File: config.mk
export PLATFORM = sky130hd
export DESIGN_NAME = serial_prom_host
export DESIGN_NICKNAME = d
export VERILOG_FILES = /design/src/verilog/serial_prom_pkg.sv /design/src/verilog/bus_cycle.sv /design/src/verilog/serial_prom_host.sv
export SDC_FILE = /design/constraint.sdc
export NUM_CORES = 1
export LEC_CHECK = 0
export BUFFER_PORTS_ARGS = -buffer_cell sky130_fd_sc_hd__buf_2
export CAP_MARGIN = 10
export CORE_MARGIN = 5
export CORE_UTILIZATION = 47
export CTS_CLUSTER_DIAMETER = 60
export DETAILED_ROUTE_END_ITERATION = 10
export MAX_ROUTING_LAYER = met4
export PLACE_DENSITY_LB_ADDON = 0.2
export SETUP_SLACK_MARGIN = 0.05
export SYNTH_ARGS = -nofsm -noshare
export SYNTH_HDL_FRONTEND = slang
export SYNTH_HIERARCHICAL = 1
export SYNTH_SLANG_ARGS = --single-unit
File: constraint.sdc
create_clock -name CLK -period 2.05 [get_ports CLK]
set_input_delay 0.1025 -clock CLK [delete_from_list [all_inputs] [get_ports CLK]]
set_output_delay 0.1025 -clock CLK [all_outputs]
set_load 0.1 [all_outputs]
File: src/verilog/serial_prom_pkg.sv
// Constants shared by the bit-serial EEPROM host controller.
package serial_prom_pkg;
   localparam int CLK_HZ = 25000000;
   localparam int ADDR_BITS = 16;
   localparam int BYTE_BITS = 8;
   localparam int PAGE_BYTES = 32;
   localparam int PAGE_IDX_W = 5;
   localparam int STROBE_NS = 80;
   localparam int STROBE_CYC = (STROBE_NS * (CLK_HZ / 1000000) + 999) / 1000;
   localparam int BUSY_POLL_MAX = 100000;
   localparam logic [7:0] STROBE_CNT = 8'(STROBE_CYC);
   // Extra low cycles on a read so the returned bit passes the pin synchroniser in time.
   localparam logic [7:0] SYNC_CNT = 8'h01;
   localparam logic [4:0] ADDR_LAST = 5'h0f;
   localparam logic [4:0] BIT_LAST = 5'h07;
   localparam logic [4:0] PAGE_LAST = 5'h1f;
   localparam logic [4:0] CNT_ZERO = 5'h00;
   localparam logic [2:0] CMD_READ = 3'h1;
   localparam logic [2:0] CMD_WRITE = 3'h2;
   typedef enum logic [1:0] {
      CYC_RD = 2'b00,
      CYC_WR0 = 2'b01,
      CYC_WR1 = 2'b10
   } cyc_t;
endpackage

File: src/verilog/bus_cycle.sv
// One strobe cycle on the memory bus: a read or a one-bit write.
`timescale 1ns/100ps
module bus_cycle (
   input wire logic clk,
   input wire logic rst_n,
   input wire logic start,
   input wire serial_prom_pkg::cyc_t kind,
   input wire logic io_sync,
   output logic ce_n,
   output logic oe_n,
   output logic we_n,
   output logic io_out,
   output logic io_oe,
   output logic done,
   output logic rd_bit
);
   import serial_prom_pkg::*;

   logic [7:0] cnt, next_cnt;
   logic busy, next_busy;
   logic next_ce_n, next_oe_n, next_we_n, next_io_out, next_io_oe, next_done, next_rd_bit;

   always_comb begin
      next_cnt = cnt;
      next_busy = busy;
      next_ce_n = ce_n;
      next_oe_n = oe_n;
      next_we_n = we_n;
      next_io_out = io_out;
      next_io_oe = io_oe;
      next_done = 1'b0;
      next_rd_bit = rd_bit;
      // The cycle that reports done never starts another, so the caller's next kind is settled.
      if (!busy && start && !done) begin
         next_busy = 1'b1;
         next_cnt = (kind == CYC_RD) ? STROBE_CNT + SYNC_CNT : STROBE_CNT;
         next_ce_n = 1'b0;
         // Write enable and output enable are never low together.
         next_oe_n = (kind != CYC_RD);
         next_we_n = (kind == CYC_RD);
         next_io_oe = (kind != CYC_RD);
         next_io_out = (kind == CYC_WR1);
      end else if (busy) begin
         if (cnt != 8'h00) begin
            next_cnt = cnt - 8'h01;
         end else begin
            // Strobes rise together; data stays driven through the edge for hold.
            next_busy = 1'b0;
            next_ce_n = 1'b1;
            next_oe_n = 1'b1;
            next_we_n = 1'b1;
            next_done = 1'b1;
            next_rd_bit = io_sync;
         end
      end else begin
         next_io_oe = 1'b0;
      end
   end

   always_ff @(posedge clk or negedge rst_n) begin
      if (!rst_n) begin
         cnt <= 8'h00;
         busy <= 1'b0;
         ce_n <= 1'b1;
         oe_n <= 1'b1;
         we_n <= 1'b1;
         io_out <= 1'b0;
         io_oe <= 1'b0;
         done <= 1'b0;
         rd_bit <= 1'b0;
      end else begin
         cnt <= next_cnt;
         busy <= next_busy;
         ce_n <= next_ce_n;
         oe_n <= next_oe_n;
         we_n <= next_we_n;
         io_out <= next_io_out;
         io_oe <= next_io_oe;
         done <= next_done;
         rd_bit <= next_rd_bit;
      end
   end
endmodule

File: src/verilog/serial_prom_host.sv
// Host controller that reads and page-writes a bit-serial bus EEPROM.
// What this block does
// - Never assert write and output enables together
// - Send 16 address bits MSB first, writes
// - Read each byte over eight read cycles
// - Precede every operation with reset sequence
// - Write: reset, address, up to 32 bytes
// - Read, write one, read starts programming
`timescale 1ns/100ps
module serial_prom_host #(
   parameter int BUSY_POLLS = serial_prom_pkg::BUSY_POLL_MAX
)(
   input wire logic CLK,
   input wire logic RST_N,
   input wire logic [2:0] CMD,
   input wire logic CMD_VALID,
   input wire logic [15:0] CMD_ADDR,
   input wire logic [4:0] CMD_LEN,
   input wire logic [7:0] WR_DATA,
   input wire logic [4:0] RD_COUNT,
   input wire logic IO_IN,
   output logic CMD_READY,
   output logic WR_DATA_TAKE,
   output logic [7:0] RD_DATA,
   output logic RD_VALID,
   output logic DONE,
   output logic TIMEOUT,
   output logic CE_N,
   output logic OE_N,
   output logic WE_N,
   output logic IO_OUT,
   output logic IO_OE
);
   import serial_prom_pkg::*;

   typedef enum logic [3:0] {
      ST_IDLE = 4'h0,
      ST_RST_RD1 = 4'h1,
      ST_RST_WR0 = 4'h2,
      ST_RST_RD2 = 4'h3,
      ST_ADDR = 4'h4,
      ST_RDATA = 4'h5,
      ST_RSTOP = 4'h6,
      ST_WDATA = 4'h7,
      ST_GO_RD1 = 4'h8,
      ST_GO_WR1 = 4'h9,
      ST_GO_RD2 = 4'ha,
      ST_POLL = 4'hb,
      ST_FIN = 4'hc
   } state_t;

   state_t state, next_state;
   logic is_write, next_is_write;
   logic [15:0] addr_sr, next_addr_sr;
   logic [7:0] byte_sr, next_byte_sr;
   logic [4:0] bit_cnt, next_bit_cnt;
   logic [4:0] byte_cnt, next_byte_cnt;
   logic [16:0] polls, next_polls;
   logic next_cmd_ready, next_take, next_rd_valid, next_done, next_timeout;
   logic [7:0] next_rd_data;
   logic cyc_start;
   cyc_t cyc_kind;
   logic cyc_done, cyc_bit;
   logic ce_n, oe_n, we_n, io_out, io_oe;
   logic [2:0] io_meta;

   // The data pin is asynchronous to CLK; a read bit counts as high only when the last two stages are both high.
   always_ff @(posedge CLK or negedge RST_N) begin
      if (!RST_N) begin
         io_meta <= 3'h0;
      end else begin
         io_meta <= {io_meta[1:0], IO_IN};
      end
   end

   bus_cycle cyc (
      .clk(CLK),
      .rst_n(RST_N),
      .start(cyc_start),
      .kind(cyc_kind),
      .io_sync(io_meta[2] & io_meta[1]),
      .ce_n(ce_n),
      .oe_n(oe_n),
      .we_n(we_n),
      .io_out(io_out),
      .io_oe(io_oe),
      .done(cyc_done),
      .rd_bit(cyc_bit)
   );

   always_comb begin
      next_state = state;
      next_is_write = is_write;
      next_addr_sr = addr_sr;
      next_byte_sr = byte_sr;
      next_bit_cnt = bit_cnt;
      next_byte_cnt = byte_cnt;
      next_polls = polls;
      next_cmd_ready = 1'b0;
      next_take = 1'b0;
      next_rd_valid = 1'b0;
      next_rd_data = RD_DATA;
      next_done = 1'b0;
      next_timeout = TIMEOUT;
      cyc_start = 1'b0;
      cyc_kind = CYC_RD;
      case (state)
         ST_IDLE: begin
            // Select stays high between operations, so the bus is free meanwhile.
            next_cmd_ready = 1'b1;
            if (CMD_VALID && CMD_READY && (CMD == CMD_READ || CMD == CMD_WRITE)) begin
               next_cmd_ready = 1'b0;
               next_is_write = (CMD == CMD_WRITE);
               next_addr_sr = CMD_ADDR;
               next_byte_cnt = (CMD == CMD_WRITE) ? CMD_LEN : RD_COUNT;
               next_bit_cnt = CNT_ZERO;
               next_timeout = 1'b0;
               next_state = ST_RST_RD1;
            end
         end
         ST_RST_RD1, ST_GO_RD1: begin
            cyc_start = 1'b1;
            if (cyc_done) begin
               next_state = (state == ST_RST_RD1) ? ST_RST_WR0 : ST_GO_WR1;
            end
         end
         ST_RST_WR0: begin
            cyc_start = 1'b1;
            cyc_kind = CYC_WR0;
            if (cyc_done) begin
               next_state = ST_RST_RD2;
            end
         end
         ST_RST_RD2: begin
            cyc_start = 1'b1;
            if (cyc_done) begin
               next_state = ST_ADDR;
            end
         end
         ST_ADDR: begin
            cyc_start = 1'b1;
            cyc_kind = addr_sr[15] ? CYC_WR1 : CYC_WR0;
            if (cyc_done) begin
               next_addr_sr = {addr_sr[14:0], 1'b0};
               next_bit_cnt = bit_cnt + 5'h01;
               if (bit_cnt == ADDR_LAST) begin
                  next_bit_cnt = CNT_ZERO;
                  next_byte_sr = WR_DATA;
                  next_take = is_write;
                  next_state = is_write ? ST_WDATA : ST_RDATA;
               end
            end
         end
         ST_RDATA: begin
            cyc_start = 1'b1;
            if (cyc_done) begin
               next_byte_sr = {byte_sr[6:0], cyc_bit};
               next_bit_cnt = bit_cnt + 5'h01;
               if (bit_cnt == BIT_LAST) begin
                  // Device advances its own address, wrapping at the top.
                  next_rd_data = {byte_sr[6:0], cyc_bit};
                  next_rd_valid = 1'b1;
                  next_bit_cnt = CNT_ZERO;
                  next_byte_cnt = byte_cnt - 5'h01;
                  if (byte_cnt == CNT_ZERO) begin
                     next_state = ST_RSTOP;
                  end
               end
            end
         end
         ST_RSTOP: begin
            cyc_start = 1'b1;
            cyc_kind = CYC_WR1;
            if (cyc_done) begin
               next_state = ST_FIN;
            end
         end
         ST_WDATA: begin
            cyc_start = 1'b1;
            cyc_kind = byte_sr[7] ? CYC_WR1 : CYC_WR0;
            if (cyc_done) begin
               next_byte_sr = {byte_sr[6:0], 1'b0};
               next_bit_cnt = bit_cnt + 5'h01;
               if (bit_cnt == BIT_LAST) begin
                  next_bit_cnt = CNT_ZERO;
                  next_byte_cnt = byte_cnt - 5'h01;
                  // Whole bytes only and at most a page; a write that starts mid-page wraps to the page start.
                  if (byte_cnt == CNT_ZERO) begin
                     next_state = ST_GO_RD1;
                  end else begin
                     next_byte_sr = WR_DATA;
                     next_take = 1'b1;
                  end
               end
            end
         end
         ST_GO_WR1: begin
            cyc_start = 1'b1;
            cyc_kind = CYC_WR1;
            if (cyc_done) begin
               next_state = ST_GO_RD2;
            end
         end
         ST_GO_RD2: begin
            cyc_start = 1'b1;
            if (cyc_done) begin
               next_polls = 17'h00000;
               next_state = ST_POLL;
            end
         end
         ST_POLL: begin
            // Low means busy; with protect low the device never starts and reads high.
            cyc_start = 1'b1;
            if (cyc_done) begin
               next_polls = polls + 17'h00001;
               if (cyc_bit) begin
                  next_state = ST_FIN;
               end else if (polls == 17'(BUSY_POLLS)) begin
                  next_timeout = 1'b1;
                  next_state = ST_FIN;
               end
            end
         end
         ST_FIN: begin
            next_done = 1'b1;
            next_state = ST_IDLE;
         end
         default: begin
            next_state = ST_IDLE;
         end
      endcase
   end

   always_ff @(posedge CLK or negedge RST_N) begin
      if (!RST_N) begin
         state <= ST_IDLE;
         is_write <= 1'b0;
         addr_sr <= 16'h0000;
         byte_sr <= 8'h00;
         bit_cnt <= 5'h00;
         byte_cnt <= 5'h00;
         polls <= 17'h00000;
         CMD_READY <= 1'b0;
         WR_DATA_TAKE <= 1'b0;
         RD_VALID <= 1'b0;
         RD_DATA <= 8'h00;
         DONE <= 1'b0;
         TIMEOUT <= 1'b0;
      end else begin
         state <= next_state;
         is_write <= next_is_write;
         addr_sr <= next_addr_sr;
         byte_sr <= next_byte_sr;
         bit_cnt <= next_bit_cnt;
         byte_cnt <= next_byte_cnt;
         polls <= next_polls;
         CMD_READY <= next_cmd_ready;
         WR_DATA_TAKE <= next_take;
         RD_VALID <= next_rd_valid;
         RD_DATA <= next_rd_data;
         DONE <= next_done;
         TIMEOUT <= next_timeout;
      end
   end

   // Pin drivers come straight from the cycle module's flip-flops.
   assign CE_N = ce_n;
   assign OE_N = oe_n;
   assign WE_N = we_n;
   assign IO_OUT = io_out;
   assign IO_OE = io_oe;
endmodule

Word-level counts from Yosys, hierarchy flattened
Cells that the tools add are included.

operators by class
  equality and inequality tests = 41
  bitwise operators = 3
  mux-type cells = 83
  $add $sub $neg = 4
  reductions and logical operators = 36

operators by type and width
  operator                                             number
  two-way mux 4 bit                                    19
  two-way mux 8 bit                                    9
  two-way mux 5 bit                                    9
  case mux 4 bit (11 select lines)                     1
  two-way mux 17 bit                                   2
  case mux 17 bit (2 select lines)                     1
  two-way mux 16 bit                                   2
  case mux 16 bit (2 select lines)                     1
  two-way mux 1 bit                                    30
  != test 2 x 1 -> 1 bit, second input constant        13
  case mux 8 bit (3 select lines)                      1
  equality test 4 bit, second input constant           5
  != test 2 bit, second input constant                 9
  adder 17 x 1 -> 17 bit, second input constant        1
  equality test 17 bit, second input constant          1
  AND reduction 17 bit                                 1
  equality test 4 x 3 -> 1 bit, second input constant  4
  case mux 5 bit (3 select lines)                      1
  nonzero test 2 bit                                   7
  AND reduction 3 bit                                  4
  OR reduction 11 bit                                  1
  case mux 5 bit (2 select lines)                      1
  AND reduction 5 bit                                  2
  equality test 4 x 2 -> 1 bit, second input constant  2
  26 further kinds                                     40

storage, ports and cells
  register bits = 88
  input bits = 41

Longest topological paths before layout
Gate-level depths: netlist of run 1.

  depth in word-level cells = 7
  mapped depth = 10
  gate-level depth less buffers = 9

Modules after synthesis
Netlist of run 1, hierarchy kept.

modules (own cells, without submodules)
  module            sequential area each (µm²)  cells an instance  times used  area an instance (µm²)
  serial_prom_host  1801.7                      387                1           3819.9
  bus_cycle         404.1                       78                 1           804.5

Worst setup path before layout of run 1
OpenSTA, ideal clock, no wires.

  path type = register to register
  start point = register CMD_READY
  end point = register bit_cnt[4]
  cell stages (with the launch flop) = 6
  buffers on the path = 0
  clock period less this slack = 2183 ps
  data arrival time = 2055 ps
  setup time = 128 ps
  path slack = -133 ps
  data required time = 1922 ps
  cell sequence = dfrtp_1 -> nand3b_1 -> o41ai_1 -> nand2_1 -> a211oi_1 -> a21oi_1

on the way
  word-level cells in the longest chain between the ends = 4

RTL lines
  element                               line                     source
  from (decl)                           serial_prom_host.sv:22   output logic CMD_READY,
  from (signal assigned)                serial_prom_host.sv:257  CMD_READY <= next_cmd_ready;
  logical AND 1 bit (2 in series)       serial_prom_host.sv:111  if (CMD_VALID && CMD_READY && (CMD == CMD_READ || CMD == CMD_WRITE)) begin
  != test 2 bit (no source line)        n/a
  AND reduction 4 bit (no source line)  n/a
  to (signal assigned)                  serial_prom_host.sv:254  bit_cnt <= next_bit_cnt;
  to (decl)                             serial_prom_host.sv:56   logic [4:0] bit_cnt, next_bit_cnt;

No other way between the ends.
A chain may end at the register's enable or synchronous reset.

Final worst setup path of run 1
  start point = register bit_cnt[1]
  end point = register state[1]

on the way
  word-level cells in the longest chain between the ends = 3
  elaborated cells on any way between the ends = 6

RTL lines
  element                                                                              line                                                                       source
  equality test 5 x 3 -> 1 bit / equality test 5 x 4 -> 1 bit (equally long branches)  serial_prom_host.sv:159, serial_prom_host.sv:184, serial_prom_host.sv:146
  != test 2 bit (no source line)                                                       n/a
  AND reduction 17 bit (no source line) *                                              n/a
  to (signal assigned)                                                                 serial_prom_host.sv:250                                                    state <= next_state;
  to (decl)                                                                            serial_prom_host.sv:52                                                     state_t state, next_state;

Every way passes the cells marked *; elsewhere a longest branch is shown, timed or not.

==> results of run 1 <==
[per-stage QoR]
step | hold slack (ns) | cells
2_1_floorplan | -0.193 | 465
4_1_cts | 0.00239 | 682
3_5_place_dp | 0.106 | 663
6_report | 0.0200 | 688
3_3_place_gp | 0.103 | 663
5_1_grt | 0.0269 | 688
[area by class of cell]
cell class                      count  area [um2]  share of cell area
Clock buffer                       11         141              0.0250
Clock inverter                      5        81.3              0.0144
Timing Repair Buffer               94         608               0.108
Sequential cell                    88        2210               0.391
Tap cell                          133         166              0.0295
Multi-Input combinational cell    343        2390               0.423
Inverter                           14        52.6             0.00930
[final timing paths]
kind	to	slack, ns	cells past startpoint
worst max-delay path	state[1]$_DFFE_PN0P_	0.14	8
worst min-delay path	addr_sr[2]$_DFFE_PN0P_	0.02	3
max in group asynchronous	cyc/ce_n$_DFFE_PN1P_	1.15	3
worst min register to register	io_meta[1]$_DFF_PN0_	0.36	0
worst max register to register	state[1]$_DFFE_PN0P_	0.14	8
min in group asynchronous	polls[10]$_DFFE_PN0P_	0.25	2
[power by group through the flow]
stage | Sequential, uW | Combinational (uW) | Clock, uW
6_report | 1740 | 110 | 1340
5_1_grt | 1740 | 127 | 1440
4_1_cts | 1740 | 113 | 1370
3_5_place_dp | 1780 | 108 | 0
3_3_place_gp | 1780 | 107 | 0
2_1_floorplan | 1770 | 21.4 | 0
[cell families (layout without fill, tap and decap cells)]
kind of cell               Yosys count  in the layout  synth area share
xor gates and xnor gates            11             11            0.0208
AOI/OAI and AO/OA                  101            101             0.140
and+or+nand+nor                    179            179             0.209
muxes                               44             44            0.0988
DFF                                 88             88             0.477
buffers and inverters               34            124            0.0330
adders and majority gates            8              8            0.0216
[worst max-delay path, delay by kind of cell (launching register included)]
family                   cells  cell delay (ns)
flip-flops                   1             0.43
AND/OR/NAND/NOR              3             0.39
adder cells (fa/ha/maj)      2             0.35
multiplexers                 1             0.33
AO/OA/AOI/OAI                2             0.30
[metal layers]
layer | vias up | wire length (um) | part of all wire
li1 | 1842 | - | -
met4 | 0 | 144 | 0.014
met2 | 95 | 4940 | 0.47
met3 | 11 | 507 | 0.049
met5 | - | 0 | 0
met1 | 1760 | 4860 | 0.47
[state kept, by name (all words and copies together) (netlist names), 3 cells and up]
name and count:
RD_DATA 8, addr_sr 16, bit_cnt 5, byte_cnt 5, byte_sr 8, cyc/cnt 8, io_meta 3, polls 17
state 4
[cell usage after synthesis, types with 4 or more instances]
master    count
nand2b_1     12
xor2_1        9
nand4_1       5
dfrtp_1      85
o22ai_1       4
o21ai_1       9
buf_2         8
ha_1          8
mux2_2       13
nor2_1       30
a21oi_1      18
nand3_1      15
nand3b_1      5
inv_1        14
o21ai_0      34
or4_1         5
mux2i_1      31
clkbuf_1      8
nand2_1      62
nor3_1       10
[what timing repair did]
item | CTS | global route
endpoints found under the setup margin | 4 | 20
resized for setup | 1 | 26
endpoints found under the hold margin | 36 | 0
hold buffers | 3 | 0
pin swaps | 0 | 11
buffers inserted | 0 | 6
==> summary.md, run 1 <==
| Metric | Value |
|---|---|
| Outcome | `finished clean` |
| Crit path cell chain | `ha_4 > nand2_4 > nor2_4 > ha_4 > o21ai_2 > a211oi_2 > nand4b_1 > mux2_4` |
| 1st-iter DRT viols | `about 210` |
| Yosys cell types | `about 70` |
| Vias | `about 3700` |
| Largest net degree at the start of global routing | `38` |
| Worst setup EP type | `flip-flop` |
| Most Used Layer, Global Route | `met2` |
| Slew Viols, Final | `0` |
| Synthesized Nets | `slightly above 500` |
| CTS Buffer Depth | `2` |
| Wire length of the first global-routing pass | `about 17 mm` |
| Worst Setup SP | `bit_cnt[1]$_DFFE_PN0P_` |
| Clock transition at path regs | `~0.09 ns` |
| Post-Syn Area | `around 4600 um2` |
| Drt via density | `about 5.4` |
| Fillers | `between 800 and 900` |
| Gpl congestion | `~0.86` |
| Number of I/O pins | `between 50 and 60` |
| Unrepaired setup endpoints after global routing | `true` |
| Required time of the critical path | `2.30 ns` |
| Comb pwr share | `0.034` |
| Full die area | `11900 um2` |
| Die span in y | `about 110 um` |
| WL/cell | `about 15 um` |
| Predominant post-synthesis flop cell | `dfrtp_1` |
| Post-synth top area share | `0.460` |
| Setup_tns | `0 ns` |
| Cell leakage power | `between 0.002 and 0.003 uW` |
| Min Tclk post-route | `approximately 1.9 ns` |
| Antenna viol nets, final | `0` |
| Slew margin rel. | `0.546` |
| Worst slew pin tran | `approximately 0.68 ns` |
| HPWL after DPL | `between 7 and 8 mm` |
| End-of-flow core utilization | `0.583` |
| Drt pass-1 iters | `4` |
| H-tree depth | `3` |
| Reg2reg start | `bit_cnt[1]$_DFFE_PN0P_` |
| Net Sw Power | `~700 uW` |
| Congestion Overflow GR | `0` |
| Final Cycle Share | `0.933` |
| Core Region | `9680 um2` |
| Worst EP arrival | `roughly 2.2 ns` |
| WS Path Type | `reg -> reg` |
| Final net count | `between 500 and 600` |
| Sw Ratio | `0.214` |
| Max Cap Viol | `0` |
| Met3 Use GR | `0.0343` |
| Largest area contributor in the netlist | `dfrtp_1` |
| Clock sinks | `88` |
| WL final | `roughly 10 mm` |
| Pwr/cell area | `565 nW/um2` |
| Worst path max stage delay | `0.43 ns` |
| Clock power share | `0.420` |
| Die Wd | `109 um` |
| Worst slack at placement | `0.0304 ns` |
| Worst Hold Launch | `CMD_ADDR[2]` |
| Int Pwr | `approximately 2500 uW` |
| Met1 Resource Use GR | `0.261` |
| Async set or reset register ratio after synthesis | `1.00` |
| Endpoints failing hold | `0` |
| Worst vdd ir | `between 0.3 and 0.4 mV` |
| Placement Cell Area | `approximately 5200 um2` |
| Most frequent cells in the layout | `dfrtp_1, nand2_1, buf_2` |
| Crit Path Max Fanout | `3` |
| CP most frequent cell | `ha_4` |
| Clock latency on the worst-skew pair | `around 0.36 ns` |
| Final instance area | `approximately 5700 um2` |
| Number of synthesis warnings | `6` |
| Design Power | `between 3000 and 4000 uW` |
| Slowest CP cell | `dfrtp_1` |
| Initial core utilization | `0.478` |
| Sequential share of power | `0.545` |
| Crit path launch type | `flip-flop` |
| EDFF count, synth | `0` |
| Ant diodes | `0` |
| Cts bufs inserted | `9` |
| Avg Cell Area, Syn | `roughly 9.9 um2` |
| Root Buffer | `clkbuf_8` |
| Vias in the first global route | `3691` |
| Commonest non-fill, non-tap cell in the layout | `dfrtp_1` |
| Fmax | `0.523 GHz` |
| CTS tree | `yes` |
| DRC Markers | `0` |
| Met2 usage | `0.288` |
| Setup violations, final | `0` |
| Cells after Synth | `between 400 and 500` |
| Tot GR Track Use | `0.192` |
| Setup WS post-layout | `approximately 0.14 ns` |
| Number of cell rows | `36` |
| Sequential-to-total area share from yosys stat | `0.477` |
| Synth area leaders | `dfrtp_1, mux2i_1, nand2_1` |
| Proportion of layout cells with a drive suffix above 1 | `0.283` |
| Antenna violations before repair | `0` |
| Worst Hold Class | `in -> reg` |
| Synth Register Bits | `88` |
| IO buf count | `just under 60` |
| Final Skew | `approximately 0.0065 ns` |
| P&R area growth vs syn | `22.2%` |
Power figures use the tool's default switching activity.
==> inputs of run 2 (changes only) <==
--- a/config.mk
+++ b/config.mk
@@ -6,4 +6,5 @@
 export NUM_CORES = 1
 export LEC_CHECK = 0
+export ABC_AREA = 1
 export BUFFER_PORTS_ARGS = -buffer_cell sky130_fd_sc_hd__buf_2
 export CAP_MARGIN = 10
==> constraint.sdc (replaced) <==
create_clock -name CLK -period 2.05 [get_ports CLK]
set_input_delay 0.1025 -clock CLK [delete_from_list [all_inputs] [get_ports CLK]]
set_output_delay 0.1025 -clock CLK [all_outputs]
set_load 0.01 [all_outputs]
==> run 2 against run 1 <==
Final cell count grew 28%. Sequential power grew 48%. Global-route usage shrank 0.74 points. Largest power group is now combinational logic. Combinational power grew to 26 times the previous value. Die area grew 6.4%. Clock skew grew 0.0060 ns. Total power grew 110%. Design area grew 1.7%. Count of clock-buffer cells in the layout shrank 2. Fmax grew 5.3%.
==> summary.md, run 2 <==
| Metric | Value |
|---|---|
| Largest Register | `polls` |
| IO buf count | `a little under 60` |
| Required time of the critical path | `2.30 ns` |
| Number of cell rows | `37` |
| Slew Viols, Final | `0` |
| Die span in y | `113 um` |
| Clock transition at path regs | `~0.1 ns` |
| 1st-iter DRT viols | `403` |
| Final net count | `just under 800` |
| Congestion Overflow GR | `0` |
| Max reg flops | `17` |
| Area of the multi-input gates | `2330 um2` |
| Proportion of layout cells with a drive suffix above 1 | `0.181` |
| Die Wd | `about 110 um` |
| Drt via density | `4.99` |
| Commonest cells in the netlist | `nand2_1, dfrtp_1, inv_1` |
| Async set or reset register ratio after synthesis | `1.00` |
| Number of I/O pins | `59` |
| Slew margin rel. | `0.665` |
| DRC Markers | `0` |
| Fillers | `roughly 1000` |
| Core Region | `just over 10000 um2` |
| Placement Cell Area | `about 5400 um2` |
| FF-to-FF path depth | `10` |
| WL/cell | `approximately 12 um` |
| WS Path Type | `reg -> reg` |
| Root Buffer | `clkbuf_8` |
| Outcome | `finished clean` |
| Avg Cell Area, Syn | `between 7 and 8 um2` |
| Worst setup EP type | `flip-flop` |
| Largest net degree at the start of global routing | `52` |
| Unrepaired setup endpoints after global routing | `false` |
| Worst Hold Class | `in -> reg` |
| Cell leakage power | `0.00303 uW` |
| Ant diodes | `0` |
| EDFF count, synth | `0` |
| Min Tclk post-route | `~1.8 ns` |
| H-tree depth | `3` |
| Setup_tns | `0 ns` |
| Full die area | `12700 um2` |
| Cts bufs inserted | `9` |
| P&R area growth vs syn | `16.1%` |
| Post-Syn Area | `between 4000 and 5000 um2` |
| Worst slew pin tran | `0.502 ns` |
| Synth area leaders | `dfrtp_1, nand2_1, inv_1` |
| Post-synth top area share | `0.430` |
| Setup violations, final | `0` |
| Dpl cells | `between 800 and 900` |
| Wire length of the first global-routing pass | `19.0 mm` |
| Max Cap Viol | `0` |
| Sequential-to-total area share from yosys stat | `0.446` |
| Design Power | `6690 uW` |
| Gpl congestion | `0.931` |
| Drt pass-1 iters | `6` |
| Clock sinks | `a little under 90` |
| CTS tree | `yes` |
| Number of synthesis warnings | `6` |
| Clock latency on the worst-skew pair | `approximately 0.36 ns` |
| Synthesized Nets | `713` |
| Vias | `roughly 4400` |
| Yosys cell types | `37` |
| Cells after Synth | `664` |
| Hold path depth | `3` |
| Largest area contributor in the netlist | `dfrtp_1` |
| Final Cycle Share | `0.886` |
| Worst vdd ir | `roughly 0.82 mV` |
| Antenna viol nets, final | `0` |
| Crit Path Max Fanout | `8` |
| Predominant post-synthesis flop cell | `dfrtp_1` |
| CTS Buffer Depth | `2` |
| Storage cell area | `about 2200 um2` |
| Commonest non-fill, non-tap cell in the layout | `nand2_1` |
| Final cell count without fillers | `~880` |
| HPWL after DPL | `slightly above 8 mm` |
| Hold slack | `a little under 0.02 ns` |
| Reg2reg start | `state[3]$_DFFE_PN0P_` |
| Most frequent cells in the layout | `nand2_1, inv_1, dfrtp_1` |
| Synth Register Bits | `just under 90` |
| Top flop regs | `polls x17, addr_sr x16` |
| Tot GR Track Use | `0.184` |
| Worst EP arrival | `2.06 ns` |
| Pwr/cell area | `about 1200 nW/um2` |
| Initial core utilization | `0.482` |
| Final Skew | `approximately 0.013 ns` |
| Worst Hold Launch | `WR_DATA[7]` |
| Fmax | `roughly 0.55 GHz` |
| Worst Setup SP | `state[3]$_DFFE_PN0P_` |
| Final instance area | `5750 um2` |
| Count leader, synth | `nand2_1` |
| Crit path launch type | `flip-flop` |
| Antenna violations before repair | `0` |
| Endpoints failing hold | `0` |
| WL final | `around 11 mm` |
| Vias in the first global route | `4242` |
==> run 2: changes by cell type in the layout (fill, tap and decap cells not counted), sizes merged, moves of 13 or more <==
cell   previous run  this run
mux2i            31         0
o21ai            44        74
mux2             13         0
buf              91        69
nand3            15        39
inv              14        95
nor2             30        80
nand2            63       222
==> run 2: logic make-up (layout without fill, tap and decap cells) <==
logic type               after synthesis  after routing  synth area share
AND/OR/NAND/NOR                      356            356             0.322
AO/OA/AOI/OAI                        106            106             0.118
buffers and inverters                101            184            0.0854
flip-flops                            88             88             0.446
adder cells (fa/ha/maj)                8              8            0.0202
XOR/XNOR                               5              5           0.00885
==> run 2: final timing paths <==
check,slack [ns],endpoint
max,0.23,cyc/cnt[0]$_DFFE_PN0P_
min,0.02,byte_sr[7]$_DFFE_PN0P_
max reg2reg,0.23,cyc/cnt[0]$_DFFE_PN0P_
min reg2reg,0.36,io_meta[1]$_DFF_PN0_
max in group asynchronous,1.17,byte_sr[1]$_DFFE_PN0P_
min in group asynchronous,0.26,polls[16]$_DFFE_PN0P_
==> run 2: metrics by stage <==
stage,util,worst slack (ns)
global placement,0.528,0.183
detailed placement,0.528,0.144
CTS,0.557,0.149
floorplan,-,0.301
finish,0.559,0.234
global route,0.559,0.0550
==> run 2: what timing repair did <==
item	CTS	global route
hold buffers	9	0
hold endpoints to repair	42	0
setup buffers	0	1
setup endpoints to repair	0	17
gates resized for setup	0	6
==> run 2: layout make-up <==
cell class,count,share of cell area
flip-flops and latches,88,0.385
clock inverters,7,0.0146
inverters,90,0.0592
repair buffers,78,0.0853
well taps,136,0.0296
clock buffers,9,0.0215
multi-input cells,475,0.405
==> run 2: power breakdown <==
group	internal [uW]	switching [uW]	total, uW
clock network	590	679	1270
logic	1010	1840	2860
registers	2230	334	2570
total	3840	2860	6690
==> run 2: layer usage <==
metal  track usage  up-vias  wire length [um]
met5             -        -                 0
met4        0.0609        0               148
met3        0.0286       14               399
met2         0.289       86              5190
met1         0.246     2054              5200
li1              -     2248                 -
==> run 2: worst max-delay path: stages, from the launching register on <==
cell      delay [ns]
dfrtp_2         0.47
inv_2           0.17
nand2_4         0.11
nor2_4          0.22
inv_1           0.08
o221ai_1        0.29
nor2_1          0.07
nand2_1         0.09
o21ai_0         0.10
nand2_2         0.08
o21ai_2         0.04
